**src/hdl/dpb_pkg.sv**
```systemverilog
// Package: shared types, register map and timing for the parallel DAC host controller
package dpb_pkg;
  localparam int DATA_W = 18;
  localparam int SPAN_W = 3;
  localparam int ADDR_W = 12;

  // Software register byte offsets
  localparam logic [ADDR_W-1:0] OFS_CTRL = 12'h000;
  localparam logic [ADDR_W-1:0] OFS_DATA = 12'h004;
  localparam logic [ADDR_W-1:0] OFS_STAT = 12'h008;
  localparam logic [ADDR_W-1:0] OFS_RDAT = 12'h00c;

  // Control register fields (write with go set while idle starts an operation) and the data register's span field
  localparam int CTRL_GO_BIT = 0;
  localparam int CTRL_OP_LSB = 1;
  localparam int CTRL_SEL_BIT = 3;
  localparam int CTRL_BUF_BIT = 4;
  localparam int CTRL_FIX_BIT = 5;
  localparam int DATA_SPAN_LSB = 20;

  localparam logic [31:0] CTRL_RST = 32'h0000_0000;
  localparam logic [31:0] DATA_RST = 32'h0000_0000;

  // Strobe timing in ns at 20 MHz
  localparam int CLK_NS = 50;
  localparam int STROBE_NS = 100;
  localparam int SETUP_NS = 50;
  localparam int STROBE_CYC = (STROBE_NS + CLK_NS - 1) / CLK_NS;
  localparam int SETUP_CYC = (SETUP_NS + CLK_NS - 1) / CLK_NS;
  localparam logic [3:0] STROBE_CNT = 4'(STROBE_CYC);
  localparam logic [3:0] SETUP_CNT = 4'(SETUP_CYC);

  // Range codes
  localparam logic [2:0] SPAN_0_5 = 3'h0;

  typedef enum logic [1:0] {
    OP_WRITE,
    OP_UPDATE,
    OP_READ,
    OP_NONE
  } dpb_op_t;

  typedef struct packed {
    logic psel;
    logic penable;
    logic pwrite;
    logic [ADDR_W-1:0] paddr;
    logic [31:0] pwdata;
  } dpb_apb_req_t;

  typedef struct packed {
    logic pready;
    logic pslverr;
    logic [31:0] prdata;
  } dpb_apb_rsp_t;

  typedef struct packed {
    logic [DATA_W-1:0] code_o;
    logic [DATA_W-1:0] code_oe_n;
    logic [SPAN_W-1:0] rng_o;
    logic [SPAN_W-1:0] rng_oe_n;
    logic sel_span;
    logic wr_n;
    logic xfer_buf;
    logic rd;
    logic fixed;
  } dpb_pins_t;
endpackage

```
**src/hdl/dpb_host.sv**
```systemverilog
// Host controller driving the parallel double-buffered DAC port from APB orders
//
// The implementer's own choices: the APB slave port and the placing of the registers.
`timescale 1ns/1ps
module dpb_host
  import dpb_pkg::*;
(
  input wire logic sys_clk_i,
  input wire logic rst_i,
  input dpb_pkg::dpb_apb_req_t apb_i,
  output dpb_pkg::dpb_apb_rsp_t apb_o,
  input wire logic [dpb_pkg::DATA_W-1:0] dac_code_pins_i,
  input wire logic [dpb_pkg::SPAN_W-1:0] range_code_pins_i,
  output dpb_pkg::dpb_pins_t pins_o
);
  import dpb_pkg::*;

  typedef enum logic [2:0] {
    ST_IDLE,
    ST_SETUP,
    ST_STROBE,
    ST_HOLD,
    ST_SAMPLE
  } dpb_state_t;

  dpb_state_t state_q;
  dpb_state_t state_d;
  logic [3:0] cnt_q;
  logic [3:0] cnt_d;
  logic [31:0] ctrl;
  logic [31:0] data;
  logic go;
  logic busy;
  logic done;
  logic [31:0] rdat;
  dpb_op_t op_q;
  logic sel_q;
  logic buf_q;
  logic fix_q;
  logic [DATA_W-1:0] code_q;
  logic [SPAN_W-1:0] rng_q;
  logic [DATA_W-1:0] code_s;
  logic [SPAN_W-1:0] rng_s;
  logic [31:0] rdat_q;
  logic wr_n_q;
  logic upd_q;
  logic rd_q;
  logic drive_q;
  logic cnt_done;
  logic op_sel;
  logic [31:0] ctrl_now;
  dpb_op_t op_cur;
  logic buf_cur;

  dpb_apb_regs u_regs (
    .sys_clk_i(sys_clk_i),
    .rst_i(rst_i),
    .apb_i(apb_i),
    .apb_o(apb_o),
    .busy_i(busy),
    .done_i(done),
    .rdat_i(rdat),
    .ctrl_o(ctrl),
    .data_o(data),
    .go_o(go)
  );

  dpb_sync #(.W(DATA_W)) u_sync_code (
    .sys_clk_i(sys_clk_i),
    .rst_i(rst_i),
    .d_i(dac_code_pins_i),
    .q_o(code_s)
  );

  dpb_sync #(.W(SPAN_W)) u_sync_rng (
    .sys_clk_i(sys_clk_i),
    .rst_i(rst_i),
    .d_i(range_code_pins_i),
    .q_o(rng_s)
  );

  assign busy = (state_q != ST_IDLE);
  assign cnt_done = (cnt_q == 4'h0);
  assign done = (state_q == ST_SAMPLE);
  assign rdat = rdat_q;
  // Go lands with the control write itself, so its fields come from the bus word
  assign ctrl_now = go ? apb_i.pwdata : ctrl;
  assign op_cur = go ? dpb_op_t'(ctrl_now[CTRL_OP_LSB +: 2]) : op_q;
  assign buf_cur = go ? ctrl_now[CTRL_BUF_BIT] : buf_q;
  // In fixed-range mode the select stays low whatever software asked
  assign op_sel = ctrl_now[CTRL_SEL_BIT] & ~ctrl_now[CTRL_FIX_BIT];

  always_comb begin
    state_d = state_q;
    cnt_d = cnt_q;
    if (!cnt_done) begin
      cnt_d = cnt_q - 4'h1;
    end
    case (state_q)
      ST_IDLE: begin
        if (go) begin
          state_d = ST_SETUP;
          cnt_d = SETUP_CNT;
        end
      end
      ST_SETUP: begin
        if (cnt_done) begin
          state_d = ST_STROBE;
          // Counter spans load plus one cycles
          cnt_d = STROBE_CNT - 4'h1;
        end
      end
      ST_STROBE: begin
        if (cnt_done) begin
          state_d = ST_HOLD;
          cnt_d = SETUP_CNT;
        end
      end
      ST_HOLD: begin
        if (cnt_done) begin
          state_d = ST_SAMPLE;
        end
      end
      ST_SAMPLE: begin
        state_d = ST_IDLE;
      end
      default: begin
        state_d = ST_IDLE;
      end
    endcase
  end

  always_ff @(posedge sys_clk_i) begin
    if (rst_i) begin
      state_q <= ST_IDLE;
      cnt_q <= 4'h0;
    end else begin
      state_q <= state_d;
      cnt_q <= cnt_d;
    end
  end

  // Latch the order at start so pins stay stable through the cycle
  always_ff @(posedge sys_clk_i) begin
    if (rst_i) begin
      op_q <= OP_NONE;
      sel_q <= 1'b0;
      buf_q <= 1'b0;
      fix_q <= 1'b0;
      code_q <= '0;
      rng_q <= SPAN_0_5;
    end else if (go) begin
      op_q <= op_cur;
      sel_q <= op_sel;
      buf_q <= buf_cur;
      fix_q <= ctrl_now[CTRL_FIX_BIT];
      code_q <= data[DATA_W-1:0];
      rng_q <= data[DATA_SPAN_LSB +: SPAN_W];
    end
  end

  // Strobe generation; write strobe rises while data still driven
  always_ff @(posedge sys_clk_i) begin
    if (rst_i) begin
      wr_n_q <= 1'b1;
      upd_q <= 1'b0;
      rd_q <= 1'b0;
      drive_q <= 1'b0;
    end else begin
      wr_n_q <= ~((state_d == ST_STROBE) & (op_cur == OP_WRITE));
      // Update pulses only with read low
      // Buffer select drops before read does, else the device sees an update
      upd_q <= ((state_d == ST_STROBE) & (op_cur == OP_UPDATE)) |
               (((state_d == ST_SETUP) | (state_d == ST_STROBE)) &
                (op_cur == OP_READ) & buf_cur);
      rd_q <= (state_d != ST_IDLE) & (state_d != ST_SAMPLE) & (op_cur == OP_READ);
      drive_q <= (state_d != ST_IDLE) & (state_d != ST_SAMPLE) & (op_cur == OP_WRITE);
    end
  end

  // Read data sampled from synchronised pins before read falls
  always_ff @(posedge sys_clk_i) begin
    if (rst_i) begin
      rdat_q <= 32'h0;
    end else if ((state_q == ST_HOLD) & cnt_done & (op_q == OP_READ)) begin
      rdat_q <= sel_q ? {29'h0, rng_s} : {14'h0, code_s};
    end
  end

  // Host never writes while read is high, so strobes never overlap
  assign pins_o.code_o = code_q;
  assign pins_o.code_oe_n = {DATA_W{~(drive_q & ~sel_q)}};
  assign pins_o.rng_o = rng_q;
  // Span pins stay released in fixed mode; jumpers set the range
  assign pins_o.rng_oe_n = {SPAN_W{~(drive_q & sel_q & ~fix_q)}};
  assign pins_o.sel_span = sel_q;
  assign pins_o.wr_n = wr_n_q;
  assign pins_o.xfer_buf = upd_q;
  assign pins_o.rd = rd_q;
  assign pins_o.fixed = fix_q;

  property p_no_wr_in_read;
    @(posedge sys_clk_i) disable iff (rst_i) rd_q |-> wr_n_q;
  endproperty
  a_no_wr_in_read: assert property (p_no_wr_in_read) else $error("write during read");

  property p_upd_not_write;
    @(posedge sys_clk_i) disable iff (rst_i) upd_q & ~rd_q |-> wr_n_q & (op_q == OP_UPDATE);
  endproperty
  a_upd_not_write: assert property (p_upd_not_write) else $error("bad update");

  property p_wr_drives;
    @(posedge sys_clk_i) disable iff (rst_i) !wr_n_q |-> drive_q & $stable(code_q);
  endproperty
  a_wr_drives: assert property (p_wr_drives) else $error("write without data");

  property p_wr_len;
    @(posedge sys_clk_i) disable iff (rst_i) $fell(wr_n_q) |-> !wr_n_q [*2] ##1 wr_n_q & drive_q;
  endproperty
  a_wr_len: assert property (p_wr_len) else $error("write strobe width");

  property p_fix_sel;
    @(posedge sys_clk_i) disable iff (rst_i) fix_q |-> !sel_q;
  endproperty
  a_fix_sel: assert property (p_fix_sel) else $error("select high in fixed mode");

  property p_fix_rng;
    @(posedge sys_clk_i) disable iff (rst_i) fix_q |-> &pins_o.rng_oe_n;
  endproperty
  a_fix_rng: assert property (p_fix_rng) else $error("span driven in fixed mode");

  property p_rd_release;
    @(posedge sys_clk_i) disable iff (rst_i) rd_q |-> &pins_o.code_oe_n & &pins_o.rng_oe_n;
  endproperty
  a_rd_release: assert property (p_rd_release) else $error("drive during read");

  property p_sel_group;
    @(posedge sys_clk_i) disable iff (rst_i) drive_q & sel_q |-> &pins_o.code_oe_n;
  endproperty
  a_sel_group: assert property (p_sel_group) else $error("wrong pin group");

  property p_done_time;
    @(posedge sys_clk_i) disable iff (rst_i) go |-> ##[6:10] done;
  endproperty
  a_done_time: assert property (p_done_time) else $error("operation late");

  // Pin sequencing checks
  property p_upd_len;
    @(posedge sys_clk_i) disable iff (rst_i) $rose(upd_q) & !rd_q |-> upd_q [*2] ##1 !upd_q;
  endproperty
  a_upd_len: assert property (p_upd_len) else $error("update pulse width");

  property p_buf_drop;
    @(posedge sys_clk_i) disable iff (rst_i) $fell(rd_q) |-> !upd_q & !$past(upd_q);
  endproperty
  a_buf_drop: assert property (p_buf_drop) else $error("update high as read ends");

  property p_sel_stable;
    @(posedge sys_clk_i) disable iff (rst_i)
      busy & $past(busy) |-> $stable(sel_q) & $stable(code_q) & $stable(rng_q);
  endproperty
  a_sel_stable: assert property (p_sel_stable) else $error("order moved mid operation");

  property p_wr_setup;
    @(posedge sys_clk_i) disable iff (rst_i) $fell(wr_n_q) |-> $past(drive_q);
  endproperty
  a_wr_setup: assert property (p_wr_setup) else $error("no data setup before write");

  property p_rd_len;
    @(posedge sys_clk_i) disable iff (rst_i) $rose(rd_q) |-> rd_q [*6] ##1 !rd_q;
  endproperty
  a_rd_len: assert property (p_rd_len) else $error("read line width");

  property p_no_mix;
    @(posedge sys_clk_i) disable iff (rst_i) !wr_n_q |-> !upd_q;
  endproperty
  a_no_mix: assert property (p_no_mix) else $error("write and update together");

  // Data must outlast the write strobe's rising edge
  property p_drive_rel;
    @(posedge sys_clk_i) disable iff (rst_i) $fell(drive_q) |-> wr_n_q & $past(wr_n_q);
  endproperty
  a_drive_rel: assert property (p_drive_rel) else $error("data released too early");

  property p_idle_quiet;
    @(posedge sys_clk_i) disable iff (rst_i)
      !busy & $past(!busy) |-> wr_n_q & !rd_q & !upd_q & !drive_q;
  endproperty
  a_idle_quiet: assert property (p_idle_quiet) else $error("strobe while idle");

  property p_go_busy;
    @(posedge sys_clk_i) disable iff (rst_i) go |=> busy & (state_q == ST_SETUP);
  endproperty
  a_go_busy: assert property (p_go_busy) else $error("start not taken");
endmodule

```
**src/hdl/dpb_sync.sv**
```systemverilog
// Two-flop synchroniser for a bus of pin inputs
`timescale 1ns/1ps
module dpb_sync #(
  parameter int W = 1
) (
  input wire logic sys_clk_i,
  input wire logic rst_i,
  input wire logic [W-1:0] d_i,
  output logic [W-1:0] q_o
);
  logic [W-1:0] meta_q;
  logic [W-1:0] sync_q;

  always_ff @(posedge sys_clk_i) begin
    if (rst_i) begin
      meta_q <= '0;
      sync_q <= '0;
    end else begin
      meta_q <= d_i;
      sync_q <= meta_q;
    end
  end

  assign q_o = sync_q;
endmodule

```
**src/hdl/dpb_apb_regs.sv**
```systemverilog
// APB slave holding the controller's own control, data and status registers
`timescale 1ns/1ps
module dpb_apb_regs
  import dpb_pkg::*;
(
  input wire logic sys_clk_i,
  input wire logic rst_i,
  input dpb_pkg::dpb_apb_req_t apb_i,
  output dpb_pkg::dpb_apb_rsp_t apb_o,
  input wire logic busy_i,
  input wire logic done_i,
  input wire logic [31:0] rdat_i,
  output logic [31:0] ctrl_o,
  output logic [31:0] data_o,
  output logic go_o
);
  import dpb_pkg::*;

  logic [31:0] ctrl_q;
  logic [31:0] data_q;
  logic [31:0] rdat_q;
  logic done_q;
  logic [31:0] rd_mux;
  logic acc;
  logic wr_acc;
  logic rd_acc;
  logic hit;

  assign acc = apb_i.psel & apb_i.penable;
  assign wr_acc = acc & apb_i.pwrite;
  assign rd_acc = acc & ~apb_i.pwrite;
  assign hit = (apb_i.paddr == OFS_CTRL) | (apb_i.paddr == OFS_DATA) |
               (apb_i.paddr == OFS_STAT) | (apb_i.paddr == OFS_RDAT);
  assign rd_mux = (apb_i.paddr == OFS_CTRL) ? ctrl_q :
                  (apb_i.paddr == OFS_DATA) ? data_q :
                  (apb_i.paddr == OFS_STAT) ? {30'h0, done_q, busy_i} :
                  (apb_i.paddr == OFS_RDAT) ? rdat_q : 32'h0;

  // Zero-wait slave; unmapped addresses answer with pslverr
  assign apb_o.pready = 1'b1;
  assign apb_o.pslverr = acc & ~hit;
  assign apb_o.prdata = rd_acc ? rd_mux : 32'h0;
  // A start request while busy is dropped
  assign go_o = wr_acc & (apb_i.paddr == OFS_CTRL) & apb_i.pwdata[CTRL_GO_BIT] & ~busy_i;
  assign ctrl_o = ctrl_q;
  assign data_o = data_q;

  always_ff @(posedge sys_clk_i) begin
    if (rst_i) begin
      ctrl_q <= CTRL_RST;
      data_q <= DATA_RST;
    end else if (wr_acc & ~busy_i) begin
      if (apb_i.paddr == OFS_CTRL) ctrl_q <= apb_i.pwdata;
      if (apb_i.paddr == OFS_DATA) data_q <= apb_i.pwdata;
    end
  end

  // Done is sticky; a new completion wins over the clear by read
  always_ff @(posedge sys_clk_i) begin
    if (rst_i) begin
      done_q <= 1'b0;
      rdat_q <= 32'h0;
    end else begin
      if (done_i) begin
        done_q <= 1'b1;
        rdat_q <= rdat_i;
      end else if (rd_acc & (apb_i.paddr == OFS_STAT)) begin
        done_q <= 1'b0;
      end
    end
  end
endmodule

```
**config.mk**
```make
export PLATFORM = sky130hd
export DESIGN_NAME = dpb_host
export DESIGN_NICKNAME = d
export VERILOG_FILES = /design/src/hdl/dpb_pkg.sv /design/src/hdl/dpb_host.sv /design/src/hdl/dpb_sync.sv /design/src/hdl/dpb_apb_regs.sv
export SDC_FILE = /design/constraint.sdc
export NUM_CORES = 1
export LEC_CHECK = 0
export BUFFER_PORTS_ARGS = -buffer_cell sky130_fd_sc_hd__buf_2
export CORE_ASPECT_RATIO = 1.1
export CORE_MARGIN = 10
export CORE_UTILIZATION = 25
export CTS_CLUSTER_DIAMETER = 150
export CTS_CLUSTER_SIZE = 25
export DETAILED_ROUTE_END_ITERATION = 6
export PLACE_DENSITY = 0.46
export SYNTH_ARGS = -nofsm -noshare
export SYNTH_HDL_FRONTEND = slang
export SYNTH_SLANG_ARGS = --single-unit
```
**constraint.sdc**
```tcl
create_clock -name sys_clk_i -period 2.06 [get_ports sys_clk_i]
set_input_delay 0.412 -clock sys_clk_i [delete_from_list [all_inputs] [get_ports sys_clk_i]]
set_output_delay 0.412 -clock sys_clk_i [all_outputs]
set_load 0.1 [all_outputs]
```
=== After elaboration in Yosys (flattened, before gate mapping) ===
Index checks and enable logic that the tools add are counted.

* Flip-flop bits (word level): 208
* Bits in latches: 0
* RAM bits: 0
* ROM bits: 0
* Bits of input ports: 70
* Output and inout bits: 81
* Word-level logic and storage cells: 101
* Memories: 0

* Add/subtract/negate cells: 1
* Multipliers: 0
* Divide/modulo/power cells: 0
* Order comparisons: 0
* Equality and inequality tests: 13
* Shift operators: 0
* Mux-type cells: 20
* Bitwise operators: 36
* Reductions and logical operators: 10

{| class="wikitable"
|+ Operators with widths
! cell !! number
|-
| 32-bit two-way mux || 5
|-
| 12-bit by 4-bit equality test with 1-bit output, second input constant || 2
|-
| 1-bit bitwise AND || 22
|-
| 18-bit two-way mux || 1
|-
| 12-bit by 3-bit equality test with 1-bit output, second input constant || 1
|-
| 12-bit zero test || 1
|-
| 3-bit two-way mux || 4
|-
| 4-bit two-way mux || 3
|-
| 3-bit one-hot mux with 4 select lines || 1
|-
| 3-bit by 2-bit equality test with 1-bit output, second input constant || 3
|-
| 1-bit inverter || 9
|-
| 4-bit one-hot mux with 2 select lines || 1
|-
| 3-bit by 1-bit equality test with 1-bit output, second input constant || 2
|-
| 6-bit two-way mux || 1
|-
| 3-bit nonzero test || 2
|-
| 1-bit bitwise OR || 5
|-
| 2-bit equality test, second input constant || 2
|-
| 4-bit zero test || 1
|-
| 2-bit AND reduction || 2
|-
| 4-bit by 1-bit subtractor with 4-bit output, second input constant || 1
|-
| 3-bit equality test, second input constant || 1
|-
| 3-bit zero test || 1
|-
| 1-bit two-way mux || 3
|-
| 3-bit inequality test, second input constant || 1
|-
| other kinds (5) || 5
|}

=== Longest topological paths before layout ===
* Depth after elaboration: 12
* Mapped depth: 8
* Mapped depth without buffers: 8

=== Cells and area by module ===
Synthesis repeated with hierarchy kept, for this count alone.

* Cell total of the unflattened synthesis: 822
* Area total of the unflattened synthesis: 8428.1 µm²

{| class="wikitable"
|+ By module, submodules not included
! module !! times used !! cells an instance !! area an instance (µm²) !! sequential area each (µm²)
|-
| dpb_apb_regs || 1 || 476 || 4827.1 || 1941.9
|-
| dpb_host || 1 || 259 || 2448.6 || 1101.1
|-
| dpb_sync at u_sync_code || 1 || 75 || 994.7 || 720.7
|-
| dpb_sync at u_sync_rng || 1 || 12 || 157.7 || 120.1
|}

=== Least setup slack after synthesis ===
OpenSTA, ideal clock, no wires.

* Kind: input to output
* Start point: input port apb_i[34] (netlist bit)
* End point: output port apb_o[0] (netlist bit)
* Data arrival time: 3.309 ns
* Data required time: 1.648 ns
* Setup slack: -1.661 ns
* Cell stages on the path: 6
* Buffers on the path: 2
* Path through: clkbuf_1 -> nor2_1 -> nand4_4 -> buf_6 -> o22ai_1 -> a211oi_1

{| class="wikitable"
|+ RTL lines
! what !! RTL line !! RTL
|-
| start: declaration || dpb_host.sv:10 || <nowiki>input dpb_pkg::dpb_apb_req_t apb_i,</nowiki>
|-
| end: declaration || dpb_host.sv:11 || <nowiki>output dpb_pkg::dpb_apb_rsp_t apb_o,</nowiki>
|}

==> flow_summary.toml <==
[status]
result_of_the_run = "complete, but fails checks"
violations_in_the_final_reports = "negative setup slack"

[global_routing]
global_route.overflow_total = 0
global_route_wire_length_before_repair_mm = 37.9
grt_util_all_layers = 0.128
antenna_violations_before_repair = 1
grt_start_max_net_pins = 89
first_global_vias = 6538

[drt]
post_drt_via_cell_ratio = 4.66
wl_mm = 23.9
drc = 0
drt-pass1-iter-count = 5
first_iter_violations = 431
detail-route-antenna-nets = 0
routedWlPerCell_um = 17.1
total_via_count_after_detailed_routing = 6504

[logic_synthesis]
syn-cell-area_um2 = 7440
flip_flop_and_latch_count_after_synthesis = 180
synthesis.instances = 874
synth_seq_area_share = 0.484
synth_nets = 946
post_synth_num_cell_types = 43
ys_warn_count = 0
postSynthAreaPerCell_um2 = 8.52

[finish]
syn2layout_area_growth_pct = 43.1
nNetsFinal = 1079
layout.filler_cells = 3019
post_route_cells_drive_above_1_share = 0.336
finalInstanceArea_um2 = 10700
final-seq-area_um2 = 3600
multi_input_comb_area_um2 = 3700

[critical_path]
worstPathRequired_ps = 1650
crit_arrival_ps = 1870
critical_path.startpoint = "apb_i[39]"
critical_path.max_fanout = 5
timing.reg2reg.worst_path_depth = 8
cp-end-kind = "output port"
r2r_end = "rdat[8]$_SDFFE_PP0P_"
start_kind = "input pin"
timing.critical_path.to = "apb_o[2]"
reg2reg_slack_ps = 210
criticalPathCategory = "input pin to output port"
critical_path.reg2reg.startpoint = "cnt_q[0]$_SDFF_PP0_"

[power_and_ir_drop]
power_frac_comb = 0.081
net-switching-power_mw = 1.86
power.clock.fraction = 0.433
p_total_mw = 7.37
sw_frac_of_total = 0.252
power.share.sequential = 0.486
leakagePower_nw = 3.71
p_per_area_nw_per_um2 = 692
internal_power_mw = 5.51
vdd_ir_drop_max_mv = 0.401

[timing]
timing.slew.headroom = 0.510
final.setup.worst_slack_ps = -223
skew_ps = 9.69
max_clock_freq_ghz = 0.438
final.period_utilization = 1.11
finalHoldViolCount = 0
fin_hold_ws_ps = 198
setup_violations = 32
finalWorstPathRequiredPeriod_ps = 2280
final-max-slew-violation-count = 0
slew_of_the_pin_with_the_lowest_slew_margin_ps = 734
grt_setup_unrepaired = "yes"

[clock_network]
cts-hold-fix-buffers = 0
clkTransAtPathRegs_ps = 60
clk_latency_ps = 430
maximum_number_of_buffers_from_clock_root_to_sink = 2
clock-root-buffer = "sky130_fd_sc_hd__clkbuf_16"
cts_max_level = 4
clock_sinks = 180
cts_buffers = 17
tritoncts = "done"

[placement]
placement.cell_area_um2 = 9870
detailed_placement_hpwl_mm = 16.8
place.port_buffers = 149
gpl_congestion = 0.796

[die]
row_count = 66
io_pins = 151
die_x_um = 185
coreArea_um2 = 29500
die_area_um2 = 37100
floorplan.initialDensity = 0.253
fp.dieH_um = 201

[worst_hold_path]
min_path_type = "input pin to flop"
hold_path_depth = 2
min_delay_startpoint = "dac_code_pins_i[11]"

[flow_run]
max-cap-violations = 0
==> cells by family after synthesis <==
group           Yosys count  synth area share
compound gates          269             0.198
fa+ha+maj                 2           0.00336
buf+inv                 111            0.0748
flops                   180             0.484
mux                      20            0.0313
other cells               1          0.000504
simple gates            291             0.208
==> metal layers <==
metal / global-route usage / wire (um)
met2: 0.203 / 11100
met4: 0.0378 / 352
met5: 0 / 0
met1: 0.166 / 11100
met3: 0.0348 / 1320
==> cell usage after synthesis <==
cell type / count / share of area
sky130_fd_sc_hd__or3_4: 1 / 0.0015
sky130_fd_sc_hd__o22ai_1: 1 / 0.00084
sky130_fd_sc_hd__inv_1: 5 / 0.0025
sky130_fd_sc_hd__nand3b_1: 19 / 0.019
sky130_fd_sc_hd__nor3_1: 9 / 0.0060
sky130_fd_sc_hd__dfxtp_1: 180 / 0.48
sky130_fd_sc_hd__o21bai_1: 1 / 0.0010
sky130_fd_sc_hd__a21oi_1: 130 / 0.087
sky130_fd_sc_hd__a21o_1: 3 / 0.0030
sky130_fd_sc_hd__buf_2: 25 / 0.017
sky130_fd_sc_hd__nor2_1: 43 / 0.022
sky130_fd_sc_hd__mux4_2: 1 / 0.0030
sky130_fd_sc_hd__mux2i_1: 3 / 0.0040
sky130_fd_sc_hd__a221oi_2: 1 / 0.0020
sky130_fd_sc_hd__ha_1: 2 / 0.0034
sky130_fd_sc_hd__nor2b_1: 44 / 0.037
sky130_fd_sc_hd__a211o_1: 1 / 0.0012
sky130_fd_sc_hd__and2_1: 3 / 0.0025
sky130_fd_sc_hd__a31oi_1: 3 / 0.0025
sky130_fd_sc_hd__nand2_1: 55 / 0.028
sky130_fd_sc_hd__a22oi_1: 29 / 0.029
sky130_fd_sc_hd__and4_1: 4 / 0.0047
sky130_fd_sc_hd__nor4_4: 2 / 0.0057
sky130_fd_sc_hd__or3_1: 2 / 0.0017
sky130_fd_sc_hd__nand2b_1: 6 / 0.0050
sky130_fd_sc_hd__a211oi_1: 6 / 0.0060
sky130_fd_sc_hd__conb_1: 1 / 0.00050
sky130_fd_sc_hd__nor3b_1: 1 / 0.0010
sky130_fd_sc_hd__clkbuf_1: 51 / 0.026
sky130_fd_sc_hd__a21boi_0: 1 / 0.0010
sky130_fd_sc_hd__buf_4: 27 / 0.027
sky130_fd_sc_hd__buf_6: 1 / 0.0015
sky130_fd_sc_hd__o31ai_2: 1 / 0.0017
sky130_fd_sc_hd__o21ai_0: 91 / 0.061
sky130_fd_sc_hd__nand4_4: 1 / 0.0029
sky130_fd_sc_hd__nand3_1: 92 / 0.062
sky130_fd_sc_hd__mux2_2: 16 / 0.024
sky130_fd_sc_hd__nor3b_2: 1 / 0.0017
sky130_fd_sc_hd__and3_1: 3 / 0.0025
sky130_fd_sc_hd__buf_1: 2 / 0.0010
sky130_fd_sc_hd__nand4b_1: 3 / 0.0035
sky130_fd_sc_hd__nand4_1: 2 / 0.0017
sky130_fd_sc_hd__o31ai_1: 1 / 0.0010
==> worst max-delay path, cell delays in order <==
cell and delay, ps:
sky130_fd_sc_hd__buf_6 100, sky130_fd_sc_hd__nor4_4 280, sky130_fd_sc_hd__buf_4 180, sky130_fd_sc_hd__buf_4 110, sky130_fd_sc_hd__nand4b_1 220, sky130_fd_sc_hd__buf_6 220, sky130_fd_sc_hd__nor3_4 150, sky130_fd_sc_hd__buf_12 210
==> cell type report <==
| type | instances | area share |
|---|---|---|
| diodes | 1 | 0.000235 |
| clock buffers | 18 | 0.0403 |
| clock inverters | 14 | 0.0133 |
| inverters | 5 | 0.00176 |
| multi-input cells | 583 | 0.348 |
| flip-flops and latches | 180 | 0.338 |
| well taps | 374 | 0.0439 |
| repair buffers | 220 | 0.215 |
==> cell usage in the layout (no fill, tap or decap), types with 2 or more instances in the layout <==
master	n
sky130_fd_sc_hd__mux2i_1	3
sky130_fd_sc_hd__buf_4	53
sky130_fd_sc_hd__o21ai_0	91
sky130_fd_sc_hd__a211oi_1	5
sky130_fd_sc_hd__dfxtp_1	179
sky130_fd_sc_hd__or3_1	2
sky130_fd_sc_hd__and4_1	2
sky130_fd_sc_hd__nor4_4	2
sky130_fd_sc_hd__a21o_1	3
sky130_fd_sc_hd__clkinvlp_4	2
sky130_fd_sc_hd__nor2_4	29
sky130_fd_sc_hd__clkbuf_16	17
sky130_fd_sc_hd__nand2b_1	5
sky130_fd_sc_hd__clkinv_2	2
sky130_fd_sc_hd__nand2_1	54
sky130_fd_sc_hd__nor2_1	13
sky130_fd_sc_hd__mux2_2	16
sky130_fd_sc_hd__nand3b_1	19
sky130_fd_sc_hd__buf_12	64
sky130_fd_sc_hd__inv_6	5
sky130_fd_sc_hd__nor3_1	8
sky130_fd_sc_hd__a21oi_1	130
sky130_fd_sc_hd__a22oi_2	28
sky130_fd_sc_hd__a31oi_1	2
sky130_fd_sc_hd__buf_6	7
sky130_fd_sc_hd__nand3_1	92
sky130_fd_sc_hd__inv_8	3
sky130_fd_sc_hd__nand4b_1	3
sky130_fd_sc_hd__and3_1	3
sky130_fd_sc_hd__buf_2	94
sky130_fd_sc_hd__inv_1	5
sky130_fd_sc_hd__nor2b_1	43
sky130_fd_sc_hd__nand4_1	2
sky130_fd_sc_hd__ha_1	2
sky130_fd_sc_hd__and2_1	2
==> worst min path at each step <==
stage | slack, ps | to
CTS | 180 | u_sync_code.meta_q[11]$_SDFF_PP0_
global placement | 420 | u_sync_code.q_o[1]$_SDFF_PP0_
floorplan | 410 | u_sync_code.q_o[0]$_SDFF_PP0_
finish | 200 | u_sync_code.meta_q[11]$_SDFF_PP0_
global route | 180 | u_sync_code.meta_q[14]$_SDFF_PP0_
detailed placement | 420 | u_sync_code.q_o[1]$_SDFF_PP0_
==> power by group through the flow <==
| stage | logic (mW) | clock network [mW] | registers, mW |
|---|---|---|---|
| finish | 0.597 | 3.19 | 3.58 |
| global route | 0.669 | 3.43 | 3.59 |
| CTS | 0.542 | 3.29 | 3.57 |
| detailed placement | 0.535 | 0 | 3.66 |
| global placement | 0.526 | 0 | 3.65 |
| floorplan | 0.335 | 0 | 3.65 |
==> what timing repair did <==
item	in CTS	in global routing
cloned	3	0
pin swaps	12	0
hold endpoints to repair	0	0
resized for setup	7	4
endpoints found under the setup margin	35	47
setup buffers	9	4
==> stage by stage <==
step / std cells / TNS [ps] / util / setup slack (ps)
floorplan: 874 / -12140 / - / -484
global placement: 1347 / -7530 / 0.335 / -249
detailed placement: 1347 / -8830 / 0.335 / -273
CTS: 1391 / -6200 / 0.361 / -225
global route: 1394 / -7770 / 0.361 / -293
finish: 1395 / -5880 / 0.361 / -223
==> sequential cells by signal, summed over array words and instances, names as in the netlist, 2 cells and up <==
register / count
rng_q: 3
u_sync_rng.q_o: 3
state_q: 3
u_regs.ctrl_o: 32
rdat: 18
u_sync_code.meta_q: 18
u_sync_rng.meta_q: 3
op_q: 2
u_sync_code.q_o: 18
u_regs.rdat_q: 18
code_q: 18
u_regs.data_o: 32
cnt_q: 4
Power figures use the tool's default switching activity.
